## config.mk

```make
export PLATFORM = sky130hd
export DESIGN_NAME = peripheral_interrupt_enable_mask
export DESIGN_NICKNAME = d
export VERILOG_FILES = /design/src/design/irq_mask_pkg.sv /design/src/design/peripheral_interrupt_enable_mask.sv
export SDC_FILE = /design/constraint.sdc
export NUM_CORES = 1
export LEC_CHECK = 0
export ABC_AREA = 1
export BUFFER_PORTS_ARGS = -buffer_cell sky130_fd_sc_hd__buf_2
export CAP_MARGIN = 15
export CORE_UTILIZATION = 35
export DETAILED_ROUTE_END_ITERATION = 10
export PLACE_DENSITY = 0.69
export SETUP_SLACK_MARGIN = 0.3
export SLEW_MARGIN = 20
export SYNTH_ARGS = -nofsm -noshare
export SYNTH_HDL_FRONTEND = slang
export SYNTH_SLANG_ARGS = --single-unit
```

## constraint.sdc

```tcl
create_clock -name clock -period 1.7 [get_ports clock]
set_clock_uncertainty 0.1 [all_clocks]
set_input_delay 0.255 -clock clock [delete_from_list [all_inputs] [get_ports clock]]
set_output_delay 0.255 -clock clock [all_outputs]
set_load 0.1 [all_outputs]
```

## src/design/irq_mask_pkg.sv

```systemverilog
// package for the peripheral interrupt enable mask register
package irq_mask_pkg;
	localparam logic [7:0] MASK_ADDR = 8'he6;
	localparam logic [7:0] MASK_RESET = 8'h00;
	// bits 3 and 1 are reserved: read zero, writes ignored
	localparam logic [7:0] MASK_WRITABLE = 8'hf5;
	localparam int SERIAL_BIT = 0;
	localparam int WINDOW_BIT = 2;
	localparam int CMP0_FALL_BIT = 4;
	localparam int CMP0_RISE_BIT = 5;
	localparam int CMP1_FALL_BIT = 6;
	localparam int CMP1_RISE_BIT = 7;

	typedef struct packed {
		logic cmp1_rise_flag;
		logic cmp1_fall_flag;
		logic cmp0_rise_flag;
		logic cmp0_fall_flag;
		logic rsvd3;
		logic window_flag;
		logic rsvd1;
		logic serial_flag;
	} irq_src_t;

	typedef struct packed {
		logic [7:0] mask;
		logic [7:0] rdata;
		logic [7:0] irq_out;
	} mask_state_t;
endpackage

```

## src/design/peripheral_interrupt_enable_mask.sv

```systemverilog
// interrupt enable mask register gating peripheral requests to the core
`timescale 1ns/100ps

// Operation
// (RQ1) bit 7 set passes second comparator rising requests, clear blocks them
// (RQ2) bit 6 set passes second comparator falling requests, clear blocks them
// (RQ3) bit 5 set passes first comparator rising requests, clear blocks them
// (RQ4) bit 4 set passes first comparator falling requests, clear blocks them
// (RQ5) bit 2 set passes converter window requests, clear blocks them
// (RQ6) bit 0 set passes all serial interface requests, clear blocks them
module peripheral_interrupt_enable_mask
	import irq_mask_pkg::*;
(
	// clock and reset
	input wire logic clock,
	input wire logic rst_n,
	// special function register port
	input wire logic [7:0] sfr_addr,
	input wire logic sfr_wr,
	input wire logic sfr_rd,
	input wire logic [7:0] sfr_wdata,
	output logic [7:0] sfr_rdata,
	// request sources and gated requests to the core
	input wire irq_src_t src,
	output irq_src_t irq_req,
	output logic [7:0] mask_out
);

	mask_state_t state_reg;
	mask_state_t state_next;
	logic [1:0] rst_sync_reg;
	logic rst_sync_n;
	logic mask_hit;
	wire [7:0] gated;

	// reset released through two flops, asserted at once
	always_ff @(posedge clock or negedge rst_n) begin
		if (!rst_n) begin
			rst_sync_reg <= 2'b00;
		end else begin
			rst_sync_reg <= {rst_sync_reg[0], 1'b1};
		end
	end

	assign rst_sync_n = rst_sync_reg[1];
	assign mask_hit = (sfr_addr == MASK_ADDR);

	// RQ1 RQ2 RQ3 RQ4 RQ5 RQ6: per-source gating
	// reserved positions are zero in the mask, so never pass
	for (genvar i = 0; i < 8; i++) begin : g_gate
		assign gated[i] = src[i] & state_reg.mask[i];
	end

	always_comb begin
		state_next = state_reg;
		if (sfr_wr && mask_hit) begin
			state_next.mask = sfr_wdata & MASK_WRITABLE;
		end
		// unmapped reads return zero so other registers can share the bus
		if (sfr_rd && mask_hit) begin
			state_next.rdata = state_reg.mask;
		end else begin
			state_next.rdata = 8'h00;
		end
		// registered so the core never sees a gating glitch
		state_next.irq_out = gated;
	end

	always_ff @(posedge clock or negedge rst_sync_n) begin
		if (!rst_sync_n) begin
			state_reg.mask <= MASK_RESET;
			state_reg.rdata <= 8'h00;
			state_reg.irq_out <= 8'h00;
		end else begin
			state_reg <= state_next;
		end
	end

	assign sfr_rdata = state_reg.rdata;
	assign irq_req = state_reg.irq_out;
	assign mask_out = state_reg.mask;

	property p_cmp1_rise;
		@(posedge clock) disable iff (!rst_sync_n)
		irq_req.cmp1_rise_flag == ($past(src.cmp1_rise_flag)
			&& $past(state_reg.mask[CMP1_RISE_BIT]));
	endproperty
	a_cmp1_rise: assert property (p_cmp1_rise) // RQ1
		else $error("second comparator rising gate wrong");

	property p_cmp1_fall;
		@(posedge clock) disable iff (!rst_sync_n)
		!state_reg.mask[CMP1_FALL_BIT] |=> !irq_req.cmp1_fall_flag;
	endproperty
	a_cmp1_fall: assert property (p_cmp1_fall) // RQ2
		else $error("second comparator falling passed while masked");

	property p_cmp0_rise;
		@(posedge clock) disable iff (!rst_sync_n)
		(src.cmp0_rise_flag && state_reg.mask[CMP0_RISE_BIT])
			|=> irq_req.cmp0_rise_flag;
	endproperty
	a_cmp0_rise: assert property (p_cmp0_rise) // RQ3
		else $error("first comparator rising not passed");

	property p_cmp0_fall;
		@(posedge clock) disable iff (!rst_sync_n)
		irq_req.cmp0_fall_flag |-> $past(state_reg.mask[CMP0_FALL_BIT])
			&& $past(src.cmp0_fall_flag);
	endproperty
	a_cmp0_fall: assert property (p_cmp0_fall) // RQ4
		else $error("first comparator falling passed without cause");

	property p_window;
		@(posedge clock) disable iff (!rst_sync_n)
		(sfr_wr && sfr_addr == MASK_ADDR && !sfr_wdata[WINDOW_BIT])
			|-> ##2 !irq_req.window_flag;
	endproperty
	a_window: assert property (p_window) // RQ5
		else $error("window request passed after mask cleared");

	property p_serial;
		@(posedge clock) disable iff (!rst_sync_n)
		(sfr_wr && sfr_addr == MASK_ADDR) |=>
			mask_out[SERIAL_BIT] == $past(sfr_wdata[SERIAL_BIT]);
	endproperty
	a_serial: assert property (p_serial) // RQ6
		else $error("serial enable bit not stored");

	property p_reserved;
		@(posedge clock) disable iff (!rst_sync_n)
		!irq_req.rsvd3 && !irq_req.rsvd1 && !mask_out[3] && !mask_out[1];
	endproperty
	a_reserved: assert property (p_reserved) // reserved bits
		else $error("reserved bit nonzero");

	property p_readback;
		@(posedge clock) disable iff (!rst_sync_n)
		(sfr_rd && sfr_addr == MASK_ADDR) |=> sfr_rdata == $past(mask_out);
	endproperty
	a_readback: assert property (p_readback) // readback
		else $error("mask readback wrong");

	property p_cmp1_rise_block;
		@(posedge clock) disable iff (!rst_sync_n)
		!state_reg.mask[CMP1_RISE_BIT] |=> !irq_req.cmp1_rise_flag;
	endproperty
	a_cmp1_rise_block: assert property (p_cmp1_rise_block) // RQ1
		else $error("second comparator rising passed while masked");

	property p_cmp1_fall_pass;
		@(posedge clock) disable iff (!rst_sync_n)
		(src.cmp1_fall_flag && state_reg.mask[CMP1_FALL_BIT])
			|=> irq_req.cmp1_fall_flag;
	endproperty
	a_cmp1_fall_pass: assert property (p_cmp1_fall_pass) // RQ2
		else $error("second comparator falling not passed");

	property p_cmp0_rise_block;
		@(posedge clock) disable iff (!rst_sync_n)
		!state_reg.mask[CMP0_RISE_BIT] |=> !irq_req.cmp0_rise_flag;
	endproperty
	a_cmp0_rise_block: assert property (p_cmp0_rise_block) // RQ3
		else $error("first comparator rising passed while masked");

	property p_cmp0_fall_pass;
		@(posedge clock) disable iff (!rst_sync_n)
		(src.cmp0_fall_flag && state_reg.mask[CMP0_FALL_BIT])
			|=> irq_req.cmp0_fall_flag;
	endproperty
	a_cmp0_fall_pass: assert property (p_cmp0_fall_pass) // RQ4
		else $error("first comparator falling not passed");

	property p_cmp0_fall_block;
		@(posedge clock) disable iff (!rst_sync_n)
		!state_reg.mask[CMP0_FALL_BIT] |=> !irq_req.cmp0_fall_flag;
	endproperty
	a_cmp0_fall_block: assert property (p_cmp0_fall_block) // RQ4
		else $error("first comparator falling passed while masked");

	property p_window_pass;
		@(posedge clock) disable iff (!rst_sync_n)
		(src.window_flag && state_reg.mask[WINDOW_BIT])
			|=> irq_req.window_flag;
	endproperty
	a_window_pass: assert property (p_window_pass) // RQ5
		else $error("window request not passed");

	property p_window_gate;
		@(posedge clock) disable iff (!rst_sync_n)
		irq_req.window_flag == ($past(src.window_flag)
			&& $past(state_reg.mask[WINDOW_BIT]));
	endproperty
	a_window_gate: assert property (p_window_gate) // RQ5
		else $error("window gate wrong");

	property p_serial_block;
		@(posedge clock) disable iff (!rst_sync_n)
		!state_reg.mask[SERIAL_BIT] |=> !irq_req.serial_flag;
	endproperty
	a_serial_block: assert property (p_serial_block) // RQ6
		else $error("serial request passed while masked");

	property p_serial_gate;
		@(posedge clock) disable iff (!rst_sync_n)
		irq_req.serial_flag == ($past(src.serial_flag)
			&& $past(state_reg.mask[SERIAL_BIT]));
	endproperty
	a_serial_gate: assert property (p_serial_gate) // RQ6
		else $error("serial gate wrong");

	property p_rdata_zero;
		@(posedge clock) disable iff (!rst_sync_n)
		!(sfr_rd && sfr_addr == MASK_ADDR) |=> sfr_rdata == 8'h00;
	endproperty
	a_rdata_zero: assert property (p_rdata_zero) // readback
		else $error("read data not zero without a mask read");

	property p_mask_hold;
		@(posedge clock) disable iff (!rst_sync_n)
		!(sfr_wr && sfr_addr == MASK_ADDR) |=> $stable(mask_out);
	endproperty
	a_mask_hold: assert property (p_mask_hold) // register decode
		else $error("mask changed without a write");

	property p_mask_write;
		@(posedge clock) disable iff (!rst_sync_n)
		(sfr_wr && sfr_addr == MASK_ADDR) |=>
			mask_out == ($past(sfr_wdata) & MASK_WRITABLE);
	endproperty
	a_mask_write: assert property (p_mask_write) // register write
		else $error("mask write not stored");
endmodule

```

==> impl_metrics.tcl <==
set metrics [dict create \
    synth.yosys.warnings 0 \
    use_met3_pct 1.25 \
    synth_largest_type_area_fraction_pct 63.8 \
    min_period_over_period_pct 77.7 \
    final.hold.worst_slack_ns 0.0494 \
    setup_repair_after_global_routing_missed_its_margin "no" \
    total_placed_cells_including_tap_cells 148 \
    detail_route.wirelength_um 1340 \
    synthesis.instances 81 \
    io-pin-count 52 \
    gr-usage-met2_pct 20.5 \
    core_region_area_um2 2040 \
    clk_pin_slew_worst_paths_ns 0.10 \
    critPathRequiredTime_ns 1.34 \
    cp_top_family "flip-flops" \
    drtIter0Drc 14 \
    floorplan.initialDensity_pct 38.4 \
    fin_setup_tns_ns 0 \
    yosysSeqAreaShare_pct 63.8 \
    fillers 207 \
    final.setup.worst_slack_ns 0.380 \
    cp_slowest_cell "sky130_fd_sc_hd__dfrtp_1" \
    syn2layout_area_growth_pct 39.9 \
    critical_path.cell_chain "buf_6" \
    cp_slowest_stage_delay_ns 0.43 \
    placement.cell_area_um2 997 \
    grt_busiest_layer "met2" \
    first_global_vias 550 \
    gp_congestion 0.664 \
    startpoint_type "register" \
    dp_hpwl_um 1040 \
    cp.buffers_inverters 1 \
    critPathCaptureType "output port" \
    routedWlPerCell_um 8.83 \
    synth_cell_types 9 \
    cts_made_buffers 3 \
    clock_tree.htree_level_count 1 \
    fp.dieH_um 49.3 \
    final_design_area_no_fill_um2 1100 \
    die_width_um 49.3 \
    deepest_clock_path_buffer_count 2 \
    cts_tree "done" \
    num_vias 626 \
    critPathKind "reg -> out" \
    util_after_layout_pct 53.7 \
    dp_slack_ns 0.401 \
    antenna_found_initial 0 \
    post-cts-setup-buffers 0 \
    leakage_dissipation_nw 0.648 \
    dieArea_um2 2430 \
    power.total_uw 917 \
    design.final.nets 155 \
    critPathMaxFanout 4 \
    insertion_delay_ns 0.29 \
    drive_gt1_share_pct 38.4 \
    first_pass_grt_wire_length_um 2180 \
    maxClockFrequency_mhz 757 \
    synthesis.area_per_instance_um2 9.69 \
    row_count 16 \
    drc_errors 0 \
    place.port_buffers 41 \
    drtAntennaViolNets 0 \
    drv_slew 0 \
    max-vdd-ir-drop_mv 0.621 \
    outcome "complete, no violations" \
    synth_seq_cells 20 \
    vias_per_cell 4.12 \
    synth_top_area_cell "sky130_fd_sc_hd__dfrtp_1" \
    grt_overflow_total 0 \
    fin_crit_ns 1.32 \
    antenna_cells 0 \
    gr_met1_demand_resource_pct 13.5 \
    netlist_area_um2 785 \
    clkSinkCount 20 \
    timing.critical_path.arrival_ns 0.97 \
    worstHoldPathType "in -> reg" \
    instances_no_fill 152 \
    power.density_nw_per_um2 836 \
    drv_cap 0 \
    grt_start_max_net_pins 19 \
    max-slew-margin-rel_pct 53.9 \
    finalHoldViolCount 0 \
    clock-root-buffer "sky130_fd_sc_hd__clkbuf_4" \
    global_route.usage.total_pct 11.9 \
    detailedRoute.firstPassIterationCount 3 \
    finalSetupViolCount 0 \
    yosys-top-cells-area "sky130_fd_sc_hd__dfrtp_1 (64%), sky130_fd_sc_hd__nand2_1 (11%), sky130_fd_sc_hd__inv_1 (7.2%)" \
    worst_slew_pin_slew_ns 0.691 \
]
cell usage after synthesis (all sizes together):
| master | number |
|---|---|
| buf | 6 |
| conb | 2 |
| dfrtp | 20 |
| inv | 15 |
| nand2 | 22 |
| nand3 | 2 |
| nand4 | 6 |
| nor2 | 8 |
layer usage:
metal / up-vias / part of all wire, % / wire, µm
li1: 318 / - / -
met1: 270 / 43 / 572
met2: 33 / 48 / 649
met3: 5 / 5.9 / 79
met4: 0 / 3.0 / 40
met5: - / 0 / 0
path summary, 6_finish.rpt:
| check | startpoint | end | slack [ns] | cells after the start |
|---|---|---|---|---|
| max in group asynchronous | rst_sync_reg[1]$_DFF_PN0_ | sfr_rdata[7]$_DFF_PN0_ | 0.87 | 0 |
| worst max register to register | rst_sync_reg[1]$_DFF_PN0_ | sfr_rdata[7]$_DFF_PN0_ | 0.87 | 0 |
| min in group asynchronous | rst_n | rst_sync_reg[1]$_DFF_PN0_ | 0.17 | 2 |
| worst max-delay path | mask_out[0]$_DFFE_PN0P_ | mask_out[0] | 0.38 | 1 |
| worst min register to register | rst_sync_reg[1]$_DFF_PN0_ | mask_out[5]$_DFFE_PN0P_ | 0.19 | 0 |
| worst min-delay path | src[6] | irq_req[6]$_DFF_PN0_ | 0.05 | 3 |
what timing repair did:
| item | CTS | global route |
|---|---|---|
| hold endpoints to repair | 2 | 0 |
| gates resized for setup | 8 | 16 |
| endpoints found under the setup margin | 8 | 16 |
| cloned | 0 | 0 |
| hold buffers | 1 | 0 |
logic make-up after synthesis:
| kind of cell | count (synthesis) | share of synthesized area (%) |
|---|---|---|
| simple gates | 38 | 22.3 |
| buf+inv | 21 | 12.9 |
| flops | 20 | 63.8 |
| other cells | 2 | 0.957 |
cell type report:
cell class / instances / area [µm²] / share of cell area [%]
Tap cell: 27 / 33.8 / 3.08
Timing Repair Buffer: 42 / 283 / 25.8
Sequential cell: 20 / 500 / 45.6
Clock buffer: 3 / 22.5 / 2.05
Inverter: 15 / 56.3 / 5.13
Multi-Input combinational cell: 45 / 201 / 18.4
layout by cell type, fill, tap and decap left out:
cell / count
sky130_fd_sc_hd__nor2_2: 2
sky130_fd_sc_hd__buf_6: 6
sky130_fd_sc_hd__buf_2: 23
sky130_fd_sc_hd__inv_1: 15
sky130_fd_sc_hd__clkbuf_4: 13
sky130_fd_sc_hd__nand3_2: 2
sky130_fd_sc_hd__nand2_1: 22
sky130_fd_sc_hd__nor2_1: 6
sky130_fd_sc_hd__dlygate4sd3_1: 1
sky130_fd_sc_hd__conb_1: 7
sky130_fd_sc_hd__dfrtp_1: 20
sky130_fd_sc_hd__buf_4: 2
sky130_fd_sc_hd__nand4_1: 6
where the power goes:
part | switching [mW] | internal [mW]
clock network | 0.123 | 0.0824
registers | 0.0171 | 0.488
logic | 0.163 | 0.0438
Note: power is estimated with default switching activity, not from simulation.
